$ cat config.mk
export PLATFORM = sky130hd
export DESIGN_NAME = rcf_reset_cause
export DESIGN_NICKNAME = d
export VERILOG_FILES = /design/src/rtl/rcf_pkg.sv /design/src/rtl/rcf_reset_cause.sv
export SDC_FILE = /design/constraint.sdc
export NUM_CORES = 1
export LEC_CHECK = 0
export ABC_CLOCK_PERIOD_IN_PS = 3860
export BUFFER_PORTS_ARGS = -buffer_cell sky130_fd_sc_hd__buf_2
export CORE_ASPECT_RATIO = 0.5
export CORE_MARGIN = 10
export CORE_UTILIZATION = 45
export CTS_BUF_LIST = sky130_fd_sc_hd__clkbuf_16
export DETAILED_ROUTE_END_ITERATION = 10
export PLACE_DENSITY = 0.73
export SLEW_MARGIN = 10
export SYNTH_ARGS = -nofsm -noshare
export SYNTH_HDL_FRONTEND = slang
export SYNTH_SLANG_ARGS = --single-unit
export TNS_END_PERCENT = 100
$ cat constraint.sdc
create_clock -name clk -period 3.86 [get_ports clk]
set_clock_uncertainty 0.05 [all_clocks]
set_input_delay 0.386 -clock clk [delete_from_list [all_inputs] [get_ports clk]]
set_output_delay 0.386 -clock clk [all_outputs]
set_load 0.03 [all_outputs]
$ cat src/rtl/rcf_pkg.sv
// Constants and types shared by the reset-cause flag block.
package rcf_pkg;

	// ----------------------------------------------------------------
	// Register indices (printed offsets) and byte addresses
	// ----------------------------------------------------------------
	localparam logic [19:0] RCF_IDX_CAUSE = 20'hf_ffa8;
	localparam logic [19:0] RCF_IDX_CTRL = 20'hf_ffa9;
	localparam logic [19:0] RCF_IDX_LEVEL = 20'hf_ffaa;
	localparam logic [19:0] RCF_IDX_IRQ_STAT = 20'h0_0010;
	localparam logic [19:0] RCF_IDX_IRQ_MASK = 20'h0_0011;
	localparam logic [31:0] RCF_ADDR_CAUSE = {10'h000, RCF_IDX_CAUSE, 2'b00};
	localparam logic [31:0] RCF_ADDR_CTRL = {10'h000, RCF_IDX_CTRL, 2'b00};
	localparam logic [31:0] RCF_ADDR_LEVEL = {10'h000, RCF_IDX_LEVEL, 2'b00};
	localparam logic [31:0] RCF_ADDR_IRQ_STAT = {10'h000, RCF_IDX_IRQ_STAT, 2'b00};
	localparam logic [31:0] RCF_ADDR_IRQ_MASK = {10'h000, RCF_IDX_IRQ_MASK, 2'b00};

	// ----------------------------------------------------------------
	// Field positions
	// ----------------------------------------------------------------
	localparam int RCF_BIT_LOW_VOLTAGE = 0;
	localparam int RCF_BIT_BAD_ACCESS = 1;
	localparam int RCF_BIT_RAM_PARITY = 2;
	localparam int RCF_BIT_WATCHDOG = 4;
	localparam int RCF_BIT_ILLEGAL_INSTR = 7;
	localparam int RCF_BIT_LV_FLAG = 0;
	localparam int RCF_BIT_LV_MASK = 1;
	localparam int RCF_BIT_LEVEL_WE = 7;

	// ----------------------------------------------------------------
	// Reset values and bus codes
	// ----------------------------------------------------------------
	localparam logic [7:0] RCF_CAUSE_RST = 8'h00;
	localparam logic [7:0] RCF_CTRL_RST = 8'h00;
	localparam logic [7:0] RCF_LEVEL_RST = 8'h00;
	localparam logic [7:0] RCF_IRQ_RST = 8'h00;
	localparam logic [1:0] RCF_RESP_OKAY = 2'b00;
	localparam logic [1:0] RCF_RESP_SLVERR = 2'b10;

	// Reset sources, one bit each
	typedef struct packed {
		logic pin;
		logic por;
		logic illegal_instr;
		logic watchdog;
		logic ram_parity;
		logic bad_access;
		logic low_voltage;
	} rcf_src_t;

endpackage : rcf_pkg

$ cat src/rtl/rcf_reset_cause.sv
// Reset-cause flags, voltage detection registers and AXI4-Lite slave.
//
// The AXI4-Lite interface to the registers was chosen for this implementation.
`timescale 1ns/1ps

// Summary of operation
// Pin/POR reset clears the illegal-instruction flag, its own reset sets it, others keep it.
// Pin/POR reset clears the watchdog flag, a watchdog reset sets it, others keep it.
// Pin/POR reset clears the RAM parity flag, a parity reset sets it, others keep it.
// Pin/POR reset clears the bad-access flag, a bad-access reset sets it, others keep it.
// Pin/POR reset clears the low-voltage flag, a detector reset sets it, others keep it.
// The level write enable clears on every reset source except the detector, which keeps it.
// The cause register is an 8-bit read-only byte register at its fixed address.
// The control register is read/write and resets to 00H except for the bits held per source.
// The level register is read/write and resets to its fixed choice of 00H, 01H or 81H; arst_n always loads 00H, only source events load LEVEL_RESET.
module rcf_reset_cause #(
	parameter logic [7:0] LEVEL_RESET = rcf_pkg::RCF_LEVEL_RST
) (
	input wire logic clk,
	input wire logic arst_n,
	input wire logic ce,
	input wire rcf_pkg::rcf_src_t reset_src,
	input wire logic low_voltage_detector,
	input wire logic [31:0] s_axi_awaddr,
	input wire logic s_axi_awvalid,
	output logic s_axi_awready,
	input wire logic [31:0] s_axi_wdata,
	input wire logic [3:0] s_axi_wstrb,
	input wire logic s_axi_wvalid,
	output logic s_axi_wready,
	output logic [1:0] s_axi_bresp,
	output logic s_axi_bvalid,
	input wire logic s_axi_bready,
	input wire logic [31:0] s_axi_araddr,
	input wire logic s_axi_arvalid,
	output logic s_axi_arready,
	output logic [31:0] s_axi_rdata,
	output logic [1:0] s_axi_rresp,
	output logic s_axi_rvalid,
	input wire logic s_axi_rready,
	output logic [7:0] voltage_detect_level,
	output logic level_write_enable,
	output logic irq
);

	// ----------------------------------------------------------------
	// Input synchronisers
	// ----------------------------------------------------------------
	rcf_pkg::rcf_src_t src_s1_r;
	rcf_pkg::rcf_src_t src_s2_r;
	rcf_pkg::rcf_src_t src_s3_r;
	rcf_pkg::rcf_src_t src_ev;
	logic lvd_s1_r;
	logic lvd_s2_r;

	always_ff @(posedge clk or negedge arst_n) begin
		if (!arst_n) begin
			src_s1_r <= '0;
			src_s2_r <= '0;
			src_s3_r <= '0;
			lvd_s1_r <= 1'b0;
			lvd_s2_r <= 1'b0;
		end else if (ce) begin
			src_s1_r <= reset_src;
			src_s2_r <= src_s1_r;
			src_s3_r <= src_s2_r;
			lvd_s1_r <= low_voltage_detector;
			lvd_s2_r <= lvd_s1_r;
		end
	end

	// A source counts once, on its rising edge
	assign src_ev = src_s2_r & ~src_s3_r;

	logic ev_clear;
	logic ev_not_lvd;
	assign ev_clear = src_ev.pin | src_ev.por;
	assign ev_not_lvd = src_ev.pin | src_ev.por | src_ev.illegal_instr | src_ev.watchdog
		| src_ev.ram_parity | src_ev.bad_access;

	// ----------------------------------------------------------------
	// Bus decode
	// ----------------------------------------------------------------
	logic [31:0] aw_addr_r;
	logic aw_held_r;
	logic [31:0] w_data_r;
	logic [3:0] w_strb_r;
	logic w_held_r;
	logic wr_go;
	logic wr_lane0;
	logic wr_ro;
	logic wr_hit;
	logic wr_ctrl;
	logic wr_level;
	logic wr_stat;
	logic wr_mask;

	assign wr_go = aw_held_r & w_held_r & ~s_axi_bvalid;
	assign wr_lane0 = w_strb_r[0];
	assign wr_ctrl = wr_go & wr_lane0 & (aw_addr_r == rcf_pkg::RCF_ADDR_CTRL);
	assign wr_level = wr_go & wr_lane0 & (aw_addr_r == rcf_pkg::RCF_ADDR_LEVEL);
	assign wr_stat = wr_go & wr_lane0 & (aw_addr_r == rcf_pkg::RCF_ADDR_IRQ_STAT);
	assign wr_mask = wr_go & wr_lane0 & (aw_addr_r == rcf_pkg::RCF_ADDR_IRQ_MASK);
	// Cause register takes no writes
	assign wr_ro = aw_addr_r == rcf_pkg::RCF_ADDR_CAUSE;
	assign wr_hit = (aw_addr_r == rcf_pkg::RCF_ADDR_CTRL) | (aw_addr_r == rcf_pkg::RCF_ADDR_LEVEL)
		| (aw_addr_r == rcf_pkg::RCF_ADDR_IRQ_STAT) | (aw_addr_r == rcf_pkg::RCF_ADDR_IRQ_MASK);

	// ----------------------------------------------------------------
	// Cause flags
	// ----------------------------------------------------------------
	logic [7:0] cause_r;

	always_ff @(posedge clk or negedge arst_n) begin
		if (!arst_n) begin
			cause_r <= rcf_pkg::RCF_CAUSE_RST;
		end else if (ce) begin
			if (ev_clear) begin
				cause_r <= 8'h00;
			end else begin
				if (src_ev.illegal_instr) begin
					cause_r[rcf_pkg::RCF_BIT_ILLEGAL_INSTR] <= 1'b1;
				end
				if (src_ev.watchdog) begin
					cause_r[rcf_pkg::RCF_BIT_WATCHDOG] <= 1'b1;
				end
				if (src_ev.ram_parity) begin
					cause_r[rcf_pkg::RCF_BIT_RAM_PARITY] <= 1'b1;
				end
				if (src_ev.bad_access) begin
					cause_r[rcf_pkg::RCF_BIT_BAD_ACCESS] <= 1'b1;
				end
				if (src_ev.low_voltage) begin
					cause_r[rcf_pkg::RCF_BIT_LOW_VOLTAGE] <= 1'b1;
				end
			end
		end
	end

	// ----------------------------------------------------------------
	// Voltage detection control and level
	// ----------------------------------------------------------------
	logic lv_mask_r;
	logic lv_flag_r;

	always_ff @(posedge clk or negedge arst_n) begin
		if (!arst_n) begin
			level_write_enable <= rcf_pkg::RCF_CTRL_RST[rcf_pkg::RCF_BIT_LEVEL_WE];
			lv_mask_r <= rcf_pkg::RCF_CTRL_RST[rcf_pkg::RCF_BIT_LV_MASK];
		end else if (ce) begin
			if (ev_not_lvd) begin
				level_write_enable <= 1'b0;
			end else if (wr_ctrl) begin
				level_write_enable <= w_data_r[rcf_pkg::RCF_BIT_LEVEL_WE];
			end
			// Mask is held across every source
			if (wr_ctrl) begin
				lv_mask_r <= w_data_r[rcf_pkg::RCF_BIT_LV_MASK];
			end
		end
	end

	// Live detector state, read-only
	always_ff @(posedge clk or negedge arst_n) begin
		if (!arst_n) begin
			lv_flag_r <= 1'b0;
		end else if (ce) begin
			lv_flag_r <= lvd_s2_r;
		end
	end

	// Level writes only take while the enable is set, guarding the trip point; any source event reloads LEVEL_RESET
	always_ff @(posedge clk or negedge arst_n) begin
		if (!arst_n) begin
			voltage_detect_level <= rcf_pkg::RCF_LEVEL_RST;
		end else if (ce) begin
			if (src_ev != '0) begin
				voltage_detect_level <= LEVEL_RESET;
			end else if (wr_level && level_write_enable) begin
				voltage_detect_level <= w_data_r[7:0];
			end
		end
	end

	// ----------------------------------------------------------------
	// Interrupt status and mask
	// ----------------------------------------------------------------
	logic [7:0] irq_stat_r;
	logic [7:0] irq_mask_r;
	logic [7:0] irq_set;
	logic [7:0] stat_nxt;

	always_comb begin
		irq_set = 8'h00;
		if (!ev_clear) begin
			irq_set[rcf_pkg::RCF_BIT_ILLEGAL_INSTR] = src_ev.illegal_instr;
			irq_set[rcf_pkg::RCF_BIT_WATCHDOG] = src_ev.watchdog;
			irq_set[rcf_pkg::RCF_BIT_RAM_PARITY] = src_ev.ram_parity;
			irq_set[rcf_pkg::RCF_BIT_BAD_ACCESS] = src_ev.bad_access;
			irq_set[rcf_pkg::RCF_BIT_LOW_VOLTAGE] = src_ev.low_voltage;
		end
		// Set beats a simultaneous write-one-to-clear
		stat_nxt = (irq_stat_r & ~(wr_stat ? w_data_r[7:0] : 8'h00)) | irq_set;
	end

	always_ff @(posedge clk or negedge arst_n) begin
		if (!arst_n) begin
			irq_stat_r <= rcf_pkg::RCF_IRQ_RST;
			irq_mask_r <= rcf_pkg::RCF_IRQ_RST;
			irq <= 1'b0;
		end else if (ce) begin
			irq_stat_r <= stat_nxt;
			if (wr_mask) begin
				irq_mask_r <= w_data_r[7:0];
			end
			irq <= |(stat_nxt & irq_mask_r);
		end
	end

	// ----------------------------------------------------------------
	// AXI4-Lite write channel
	// ----------------------------------------------------------------
	always_ff @(posedge clk or negedge arst_n) begin
		if (!arst_n) begin
			aw_addr_r <= 32'h0000_0000;
			aw_held_r <= 1'b0;
			w_data_r <= 32'h0000_0000;
			w_strb_r <= 4'h0;
			w_held_r <= 1'b0;
			s_axi_awready <= 1'b0;
			s_axi_wready <= 1'b0;
			s_axi_bvalid <= 1'b0;
			s_axi_bresp <= rcf_pkg::RCF_RESP_OKAY;
		end else if (ce) begin
			s_axi_awready <= ~aw_held_r & ~(s_axi_awvalid & s_axi_awready);
			s_axi_wready <= ~w_held_r & ~(s_axi_wvalid & s_axi_wready);
			if (s_axi_awvalid && s_axi_awready) begin
				aw_addr_r <= {s_axi_awaddr[31:2], 2'b00};
				aw_held_r <= 1'b1;
			end
			if (s_axi_wvalid && s_axi_wready) begin
				w_data_r <= s_axi_wdata;
				w_strb_r <= s_axi_wstrb;
				w_held_r <= 1'b1;
			end
			if (wr_go) begin
				aw_held_r <= 1'b0;
				w_held_r <= 1'b0;
				s_axi_bvalid <= 1'b1;
				s_axi_bresp <= (wr_hit && !wr_ro) ? rcf_pkg::RCF_RESP_OKAY
					: rcf_pkg::RCF_RESP_SLVERR;
			end else if (s_axi_bvalid && s_axi_bready) begin
				s_axi_bvalid <= 1'b0;
			end
		end
	end

	// ----------------------------------------------------------------
	// AXI4-Lite read channel
	// ----------------------------------------------------------------
	logic [7:0] rd_byte;
	logic rd_hit;
	logic [31:0] rd_addr;

	always_comb begin
		rd_addr = {s_axi_araddr[31:2], 2'b00};
		rd_hit = 1'b1;
		rd_byte = 8'h00;
		unique case (rd_addr)
			rcf_pkg::RCF_ADDR_CAUSE: begin
				rd_byte = cause_r;
			end
			rcf_pkg::RCF_ADDR_CTRL: begin
				rd_byte[rcf_pkg::RCF_BIT_LEVEL_WE] = level_write_enable;
				rd_byte[rcf_pkg::RCF_BIT_LV_MASK] = lv_mask_r;
				rd_byte[rcf_pkg::RCF_BIT_LV_FLAG] = lv_flag_r;
			end
			rcf_pkg::RCF_ADDR_LEVEL: begin
				rd_byte = voltage_detect_level;
			end
			rcf_pkg::RCF_ADDR_IRQ_STAT: begin
				rd_byte = irq_stat_r;
			end
			rcf_pkg::RCF_ADDR_IRQ_MASK: begin
				rd_byte = irq_mask_r;
			end
			default: begin
				rd_hit = 1'b0;
			end
		endcase
	end

	always_ff @(posedge clk or negedge arst_n) begin
		if (!arst_n) begin
			s_axi_arready <= 1'b0;
			s_axi_rvalid <= 1'b0;
			s_axi_rdata <= 32'h0000_0000;
			s_axi_rresp <= rcf_pkg::RCF_RESP_OKAY;
		end else if (ce) begin
			// One read in flight; arready drops while an answer waits
			s_axi_arready <= ~s_axi_rvalid & ~(s_axi_arvalid & s_axi_arready);
			if (s_axi_arvalid && s_axi_arready) begin
				s_axi_rvalid <= 1'b1;
				s_axi_rdata <= {24'h00_0000, rd_byte};
				s_axi_rresp <= rd_hit ? rcf_pkg::RCF_RESP_OKAY : rcf_pkg::RCF_RESP_SLVERR;
			end else if (s_axi_rvalid && s_axi_rready) begin
				s_axi_rvalid <= 1'b0;
			end
		end
	end

endmodule : rcf_reset_cause

==> impl_metrics.csv, run 1 <==
group,metric,value,unit
status,outcome,"finished clean",
logic_synthesis,syn_area,5170,um^2
pwr,p_leak,2.72,nW
global_routing,grt_pass1_wl,19600,um
place,portBuffers,109,
pwr,swShare,0.338,
worst_setup_path,reg2reg_slack,1.43,ns
timing,final-setup-viol-count,0,
worst_setup_path,cp_data_arrival_time,2.61,ns
die,dieArea,16400,um^2
layout,diodes,0,
drt,routed_via_density,5.37,
logic_synthesis,ys_async_sr_fraction,1.00,
run,drv_cap,0,
clock_tree,cts_buffer_depth,2,
worst_setup_path,worst-setup-path-type,"reg2reg",
layout,area_growth_syn_to_layout,16.9,%
logic_synthesis,yosys_warnings,0,
logic_synthesis,ys_ff_latch,112,
timing,maxSlewViolCount,0,
die,initial_utilization,0.465,
clock_tree,cts_resized,0,
drt,drcViolationCount,0,
place,dp.cells,689,
worst_setup_path,r2r-end,"irq_mask_r[0]$_DFFE_PN0P_",
drt,num_vias,3784,
pwr,switchingPower,1.20,mW
place,gp_congestion,0.849,
worst_setup_path,cp_slowest_cell,"nor4_4",
worst_setup_path,r2r_start,"aw_addr_r[22]$_DFFE_PN0P_",
clock_tree,cts_tree,"done",
die,core,11100,um^2
logic_synthesis,synth_area_per_cell,11.5,um^2
drt,first_iter_violations,194,
worst_setup_path,slowest_delay,0.52,ns
logic_synthesis,synth_area_leaders,"dfrtp_1 (54%), mux2_2 (16%), buf_4 (3.8%), nand2_1 (3.8%), o21ai_0 (2.1%)",
place,hpwl,9520,um
pwr,p_per_area,585,nW/um^2
clock_tree,cts_made_buffers,9,
logic_synthesis,synth_edf_count,0,
clock_tree,cts_hold_buffers,0,
logic_synthesis,synth_top_flop_cell,"dfrtp_1",
timing,fin_crit_sh,0.629,
pwr,clkPwrFrac,0.241,
global_routing,grt_antenna_before_repair,0,
timing,hold_violations,0,
pwr,p_comb_frac,0.249,
timing,fin_setup_tns,0,ns
timing,period_needed,2.43,ns
die,num_rows,27,
timing,slew_headroom,0.299,
layout,final_util,0.544,
global_routing,grt_max_degree,86,
logic_synthesis,yosysMostFrequentCell,"dfrtp_1",
worst_setup_path,end_kind,"flop",
clock_tree,post_cts_buffers,0,
clock_tree,cts-htree-levels,3,
logic_synthesis,netlist_instances,448,
die,fp.dieW,172,um
worst_setup_path,worstPathCellList,"nor4_1 > nand3_1 > or2_1 > nor4_4 > mux2_2",
global_routing,grt-ovfl-total,0,
global_routing,grtUsageTotal,0.151,
logic_synthesis,synth_common_cells,"dfrtp_1 (112), mux2_2 (75), nand2_1 (52)",
clock_tree,cts_root_buf,"clkbuf_16",
logic_synthesis,yosysSeqAreaShare,0.542,
min_path,hold_class,"in2async",
worst_setup_path,cp_top_family,"simple AND/OR/NAND/NOR gates",
worst_setup_path,cp.required,4.05,ns
layout,drive_gt1_frac,0.370,
pwr,pwr-share-seq,0.510,
timing,rsz0062_at_grt,"no",
die,die_h,95.8,um
layout,nets,671,
clock_tree,clk_latency,0.35,ns
clock_tree,cts.sinks,112,
worst_setup_path,worst-path-buf-inv,0,
die,ioPinCount,167,
worst_setup_path,start_kind,"flop",
pwr,p_int,2.34,mW
layout,fillerInstances,997,
layout,fin_cells,705,
worst_setup_path,cp_max_fo,8,
worst_setup_path,ff2ff_path_depth,5,
drt,routed_wirelength,12500,um
timing,max_freq,412,MHz
logic_synthesis,post-synth-top-area-fraction,0.542,
drt,wl_per_cell,17.8,um
drt,dr.pass1.iters,4,
pwr,ir_worst_vdd,0.000292,V
drt,final_antenna_net_count,0,
timing,worst_pin_slew,1.05,ns
global_routing,grt_pass1_vias,3812,
logic_synthesis,ys_types,50,
clock_tree,clkTransAtPathRegs,0.07,ns
logic_synthesis,yosysTopAreaCell,"dfrtp_1",
==> how the worst max path moves through the flow <==
stage	start	endpoint	slack [ns]	depth (start not counted)
3_5_place_dp	aw_addr_r[22]$_DFFE_PN0P_	irq_mask_r[0]$_DFFE_PN0P_	1.41	5
4_1_cts	aw_addr_r[22]$_DFFE_PN0P_	irq_mask_r[0]$_DFFE_PN0P_	1.40	5
3_3_place_gp	aw_addr_r[22]$_DFFE_PN0P_	irq_mask_r[7]$_DFFE_PN0P_	1.42	5
5_1_grt	aw_addr_r[6]$_DFFE_PN0P_	voltage_detect_level[2]$_DFFE_PN0P_	1.25	6
2_1_floorplan	s_axi_bvalid$_DFFE_PN0P_	irq_stat_r[0]$_DFFE_PN0P_	1.84	7
6_report	aw_addr_r[22]$_DFFE_PN0P_	irq_mask_r[0]$_DFFE_PN0P_	1.43	5
==> power groups by stage <==
stage | clock network, mW | registers (mW) | logic [mW]
2_1_floorplan | 0 | 1.85 | 0.545
3_3_place_gp | 0 | 1.80 | 0.857
3_5_place_dp | 0 | 1.82 | 0.887
4_1_cts | 0.876 | 1.80 | 0.890
5_1_grt | 0.927 | 1.85 | 0.966
6_report | 0.852 | 1.80 | 0.881
==> per-stage QoR <==
step	hold WS (ns)	setup slack, ns	instance area (um^2)	power (mW)
global placement	0.411	1.42	5770	2.65
global route	0.202	1.25	6040	3.74
CTS	0.203	1.40	6030	3.56
floorplan	0.0404	1.84	5260	2.39
finish	0.165	1.43	6040	3.53
detailed placement	0.419	1.41	5770	2.70
==> flip-flops by register name, summed over array words and instances, names as in the netlist, 5 cells and up <==
register,count
voltage_detect_level,8
aw_addr_r,30
cause_r,5
w_data_r,8
src_s1_r,7
irq_mask_r,8
src_s2_r,7
s_axi_rdata,8
irq_stat_r,8
src_s3_r,7
==> worst register-to-register path, delay by kind of cell (launching register included) <==
family        cells  cell delay, ns
flops             1            0.38
mux               1            0.41
simple gates      4            1.47
==> layout make-up <==
cell class | count | area (um^2) | area share
well taps | 145 | 181 | 0.0300
clock buffers | 9 | 225 | 0.0373
repair buffers | 113 | 578 | 0.0957
multi-input cells | 312 | 2190 | 0.362
flip-flops and latches | 112 | 2800 | 0.464
inverters | 7 | 26.3 | 0.00435
clock inverters | 7 | 40.0 | 0.00663
==> cell usage in the layout (no fill, tap or decap), types with 2 or more instances in the layout <==
master | Yosys | final
dfrtp_1 | 112 | 112
buf_2 | 2 | 108
mux2_2 | 75 | 75
nand2_1 | 52 | 52
conb_1 | 1 | 26
o21ai_0 | 22 | 22
nor2_1 | 19 | 19
nor4_1 | 13 | 13
a21oi_1 | 12 | 12
nand4_1 | 11 | 11
inv_1 | 7 | 9
a31oi_1 | 9 | 9
clkbuf_16 | 0 | 9
a22oi_1 | 7 | 7
nand3_1 | 6 | 6
o2bb2ai_1 | 5 | 5
buf_4 | 26 | 5
o211ai_1 | 4 | 4
o221ai_1 | 4 | 4
a32oi_1 | 4 | 4
nand2b_1 | 3 | 3
nor3_1 | 3 | 3
a21boi_0 | 3 | 3
nor2b_1 | 2 | 2
nand4b_1 | 2 | 2
nor4b_1 | 2 | 2
and3_1 | 2 | 2
mux2i_1 | 2 | 2
a221oi_1 | 2 | 2
o31a_1 | 2 | 2
clkinv_1 | 0 | 2
==> metal layers <==
metal / track usage / vias to the layer above / part of all wire
li1: - / 1810 / -
met1: 0.190 / 1809 / 0.44
met2: 0.244 / 150 / 0.45
met3: 0.0523 / 15 / 0.098
met4: 0.0403 / 0 / 0.011
met5: 0 / - / 0
==> cells by family after synthesis <==
family,after synthesis,synth area share
simple gates,126,0.127
flops,112,0.542
compound gates,83,0.108
mux,77,0.167
buf+inv,49,0.0549
other cells,1,0.000725
(Power assumes the default switching activity.)
==> run 2, diff against run 1 <==
ABC_CLOCK_PERIOD_IN_PS = 2500   (was 3860)
clock period = 2.5 ns   (was 3.86 ns; I/O delays follow)
==> impl_metrics.csv, run 2 (same netlist as run 1, synthesis figures left out) <==
group,metric,value,unit
status,outcome,"finished clean",
layout,largest_reg_flops,30,
die,dieArea,16400,um^2
global_routing,grt_pass1_vias,3875,
timing,slew_headroom,0.498,
clock_tree,cts_resized,0,
worst_setup_path,worst-setup-path-type,"reg2reg",
global_routing,grtUsageTotal,0.149,
clock_tree,clkTransAtPathRegs,0.07,ns
timing,maxSlewViolCount,0,
pwr,p_int,3.74,mW
worst_setup_path,cp_max_fo,8,
clock_tree,cts_made_buffers,9,
clock_tree,clk_latency,0.35,ns
drt,num_vias,3832,
clock_tree,cts-htree-levels,3,
pwr,p_leak,2.79,nW
worst_setup_path,start_kind,"flop",
layout,top_register,"aw_addr_r",
timing,hold_violations,0,
layout,nets,681,
clock_tree,cts.sinks,112,
timing,rsz0062_at_grt,"no",
pwr,p_comb_frac,0.249,
drt,wl_per_cell,17.3,um
layout,final_common_cell,"dfrtp_1",
layout,diodes,0,
timing,fin_crit_sh,0.885,
pwr,swShare,0.330,
global_routing,grt-ovfl-total,0,
pwr,switchingPower,1.84,mW
die,ioPinCount,167,
layout,fillerInstances,975,
timing,fin_setup_tns,0,ns
drt,drcViolationCount,0,
clock_tree,cts_tree,"done",
place,place_ws,0.236,ns
drt,first_iter_violations,187,
timing,period_needed,2.21,ns
die,die_h,95.8,um
die,core,11100,um^2
place,hpwl,9600,um
min_path,hold_class,"in2reg",
drt,final_antenna_net_count,0,
timing,max_freq,452,MHz
layout,drive_gt1_frac,0.384,
die,fp.dieW,172,um
worst_setup_path,cp.required,2.68,ns
timing,final-setup-viol-count,0,
global_routing,grt_pass1_wl,19700,um
pwr,clkPwrFrac,0.255,
drt,dr.pass1.iters,4,
pwr,pwr-share-seq,0.496,
drt,routed_via_density,5.36,
layout,area_growth_syn_to_layout,19.2,%
clock_tree,cts_buffer_depth,2,
layout,regArea,2800,um^2
drt,routed_wirelength,12400,um
layout,most-common-layout-cells,"dfrtp_1 (112), buf_2 (108), mux2_2 (75), nand2_1 (52), conb_1 (26)",
worst_setup_path,end_kind,"flop",
clock_tree,cts_root_buf,"clkbuf_16",
place,portBuffers,109,
place,gp_congestion,0.834,
timing,worst_pin_slew,0.750,ns
run,drv_cap,0,
worst_setup_path,cp_data_arrival_time,2.39,ns
layout,multi_input_area,2190,um^2
pwr,ir_worst_vdd,0.000437,V
pwr,p_per_area,906,nW/um^2
die,num_rows,27,
die,initial_utilization,0.465,
global_routing,grt_antenna_before_repair,0,
global_routing,grt_max_degree,48,
timing,setup_ws,0.288,ns
run 2: cell count changes in the layout (fill, tap and decap cells not counted), sizes merged:
| cell | change |
|---|---|
| buf | +9 |
| clkinv | +2 |
| inv | -2 |
| bufinv | +1 |
| clkinvlp | -1 |
| dlygate4sd3 | +1 |
run 2: layer usage:
metal	part of all wire	vias up	global-route usage
met1	0.45	1848	0.196
met2	0.45	141	0.237
met5	0	-	0
li1	-	1833	-
met3	0.093	10	0.0445
met4	0.011	0	0.0381
run 2: layout make-up:
cell class | instances | area share
flip-flops and latches | 112 | 0.455
well taps | 145 | 0.0294
clock buffers | 9 | 0.0365
repair buffers | 123 | 0.108
multi-input cells | 312 | 0.355
clock inverters | 7 | 0.0114
inverters | 7 | 0.00426
run 2: critical path, stage by stage, from the launching register on:
cell	delay (ns)
dfrtp_1	0.40
nor4b_1	0.34
nand4_1	0.20
nor2_1	0.41
and3_1	0.44
nand2_1	0.11
o2bb2ai_1	0.14
run 2: path summary, 6_finish.rpt:
path                            slack [ns]                  startpoint                          to  cells past startpoint
worst max-delay path                  0.29    aw_addr_r[5]$_DFFE_PN0P_   irq_stat_r[1]$_DFFE_PN0P_                      6
worst min-delay path                  0.08                reset_src[3]     src_s1_r[3]$_DFFE_PN0P_                      2
worst max register to register        0.29    aw_addr_r[5]$_DFFE_PN0P_   irq_stat_r[1]$_DFFE_PN0P_                      6
worst min register to register        0.43  s_axi_rresp[1]$_DFFE_PN0P_  s_axi_rresp[1]$_DFFE_PN0P_                      2
max in group asynchronous             1.35                      arst_n   aw_addr_r[11]$_DFFE_PN0P_                      3
min in group asynchronous             0.41                      arst_n     src_s1_r[1]$_DFFE_PN0P_                      2
run 2: through the flow:
step | instances | util | area, um^2 | hold WS [ns] | power, mW
2_1_floorplan | 473 | - | 5260 | -0.0956 | 3.70
5_1_grt | 715 | 0.554 | 6160 | 0.0739 | 5.92
4_1_cts | 715 | 0.553 | 6150 | 0.0689 | 5.63
6_report | 715 | 0.554 | 6160 | 0.0796 | 5.58
3_3_place_gp | 698 | 0.526 | 5850 | 0.252 | 4.13
3_5_place_dp | 698 | 0.526 | 5850 | 0.259 | 4.20
run 2: power by group through the flow:
stage / Sequential, mW / Clock, mW / Combinational, mW
2_1_floorplan: 2.86 / 0 / 0.841
3_3_place_gp: 2.78 / 0 / 1.35
3_5_place_dp: 2.80 / 0 / 1.39
4_1_cts: 2.77 / 1.47 / 1.40
5_1_grt: 2.86 / 1.53 / 1.53
6_report: 2.77 / 1.42 / 1.39
run 2: what timing repair did:
item	in CTS	in global routing
endpoints found under the setup margin	0	0
buffers inserted	0	0
endpoints found under the hold margin	44	0
hold buffers	1	0
==> run 3, diff against run 2 <==
ABC_CLOCK_PERIOD_IN_PS = default   (was 2500)
CORE_UTILIZATION = 48   (was 45)
PLACE_DENSITY = 0.77   (was 0.73)
==> impl_metrics.csv, run 3 (same netlist as run 1, synthesis figures left out) <==
group,metric,value,unit
worst_setup_path,slowest_delay,0.90,ns
layout,final_common_cell,"dfrtp_1",
min_path,min_from,"s_axi_awaddr[30]",
global_routing,grtUsageTotal,0.161,
drt,dr.pass1.iters,4,
clock_tree,cts_root_buf,"clkbuf_16",
timing,maxSlewViolCount,0,
place,place_ws,0.261,ns
timing,fin_crit_sh,0.894,
worst_setup_path,worstPathCellList,"nand4b_1 > or4_1 > nor4_1 > buf_4 > o41ai_2 > o21ai_0",
drt,num_vias,3900,
worst_setup_path,cp_max_fo,16,
timing,hold_violations,0,
timing,slew_headroom,0.226,
drt,drcViolationCount,0,
min_path,hold_depth,2,
layout,most-common-layout-cells,"dfrtp_1 (112), buf_2 (108), mux2_2 (75), nand2_1 (52), conb_1 (26)",
worst_setup_path,r2r_start,"aw_addr_r[14]$_DFFE_PN0P_",
global_routing,grt_max_degree,57,
worst_setup_path,startpoint,"aw_addr_r[14]$_DFFE_PN0P_",
timing,fin_setup_tns,0,ns
drt,first_iter_violations,241,
place,hpwl,9630,um
timing,final-setup-viol-count,0,
timing,period_needed,2.23,ns
global_routing,grt-ovfl-total,0,
worst_setup_path,cp.required,2.62,ns
drt,wl_met2,5690,um
layout,drive_gt1_frac,0.382,
layout,fin_cells,711,
global_routing,grt_pass1_vias,4008,
clock_tree,cts-htree-levels,3,
pwr,p_leak,2.79,nW
clock_tree,clk_latency,0.35,ns
layout,diodes,0,
place,portBuffers,109,
drt,top_layer,"met4",
clock_tree,clkTransAtPathRegs,0.07,ns
clock_tree,cts_tree,"done",
worst_setup_path,cp_data_arrival_time,2.36,ns
layout,largest_reg_flops,30,
worst_setup_path,r2r-end,"voltage_detect_level[6]$_DFFE_PN0P_",
timing,rsz0062_at_grt,"no",
drt,final_antenna_net_count,0,
worst_setup_path,ff2ff_path_depth,6,
clock_tree,cts.sinks,112,
die,dieArea,15600,um^2
die,num_rows,26,
layout,nets,682,
drt,routed-wl-met3,1160,um
min_path,whs_endpoint,"aw_addr_r[30]$_DFFE_PN0P_",
die,ioPinCount,167,
worst_setup_path,cp_slowest_cell,"o41ai_2",
die,fp.dieW,167,um
status,outcome,"finished clean",
die,initial_utilization,0.500,
timing,setup_ws,0.265,ns
drt,routed_via_density,5.49,
pwr,p_per_area,905,nW/um^2
die,die_h,93.4,um
clock_tree,cts_buffer_depth,2,
clock_tree,cts_resized,0,
run,drv_cap,0,
worst_setup_path,start_kind,"flop",
layout,top_register,"aw_addr_r",
drt,wl_per_cell,17.6,um
layout,area_growth_syn_to_layout,18.9,%
worst_setup_path,worst-setup-path-type,"reg2reg",
worst_setup_path,end_kind,"flop",
drt,wl_met1,5550,um
timing,worst_pin_slew,1.15,ns
worst_setup_path,reg2reg_slack,0.27,ns
place,dp.cells,694,
min_path,hold_class,"in2reg",
place,gp_congestion,0.851,
global_routing,grt_antenna_before_repair,0,
pwr,ir_worst_vdd,0.000534,V
die,core,10300,um^2
global_routing,grt_pass1_wl,20800,um
drt,routed_wirelength,12500,um
timing,max_freq,447,MHz
clock_tree,cts_made_buffers,9,
[run 3: cell count changes in the layout (fill, tap and decap cells not counted), sizes merged]
cell,previous run,this run
inv,8,9
clkinv,5,2
clkinvlp,0,2
buf,122,123
[run 3: worst max-delay path: cells and delay by family (launching register included)]
kind / cells / cell delay (ns)
DFF: 1 / 0.41
buffers and inverters: 1 / 0.15
AOI/OAI and AO/OA: 2 / 1.13
and+or+nand+nor: 3 / 0.33
[run 3: through the flow]
stage | hold slack (ns) | total power, mW | util | area, um^2
2_1_floorplan | -0.0956 | 3.70 | - | 5260
3_3_place_gp | 0.300 | 4.13 | 0.565 | 5850
3_5_place_dp | 0.302 | 4.20 | 0.565 | 5850
4_1_cts | 0.0683 | 5.61 | 0.594 | 6150
5_1_grt | 0.0701 | 5.91 | 0.594 | 6150
6_report | 0.0791 | 5.56 | 0.594 | 6150
[run 3: where the power goes]
group	switching, mW	internal [mW]	leakage (nW)	total (mW)
logic	0.759	0.628	1.28	1.39
clock network	0.630	0.768	0.142	1.40
registers	0.443	2.34	1.37	2.78
total	1.83	3.73	2.79	5.56
[run 3: worst max-delay path by stage]
stage                                          endpoint  slack [ns]
global route        voltage_detect_level[1]$_DFFE_PN0P_       0.009
detailed placement  voltage_detect_level[4]$_DFFE_PN0P_        0.26
CTS                 voltage_detect_level[4]$_DFFE_PN0P_        0.24
finish              voltage_detect_level[6]$_DFFE_PN0P_        0.27
floorplan                     irq_stat_r[0]$_DFFE_PN0P_        0.48
global placement              irq_mask_r[3]$_DFFE_PN0P_        0.30
[run 3: cell type report]
| class | instances | area [um^2] |
|---|---|---|
| tap | 140 | 175 |
| sequential | 112 | 2800 |
| clock buffer | 9 | 225 |
| timing repair buffer | 124 | 676 |
| fill | 902 | 4200 |
| clock inverter | 7 | 65.1 |
| inverter | 7 | 26.3 |
| multi-input combinational | 312 | 2180 |
[run 3: timing repair]
action                                 4_1_cts  5_1_grt
buffers inserted                             0        0
hold buffers                                 1        0
endpoints found under the hold margin       52        0
[run 3: layer usage]
metal	up-vias	global-route usage
met3	7	0.0560
met2	165	0.255
li1	1839	-
met4	0	0.0385
met5	-	0
met1	1889	0.208
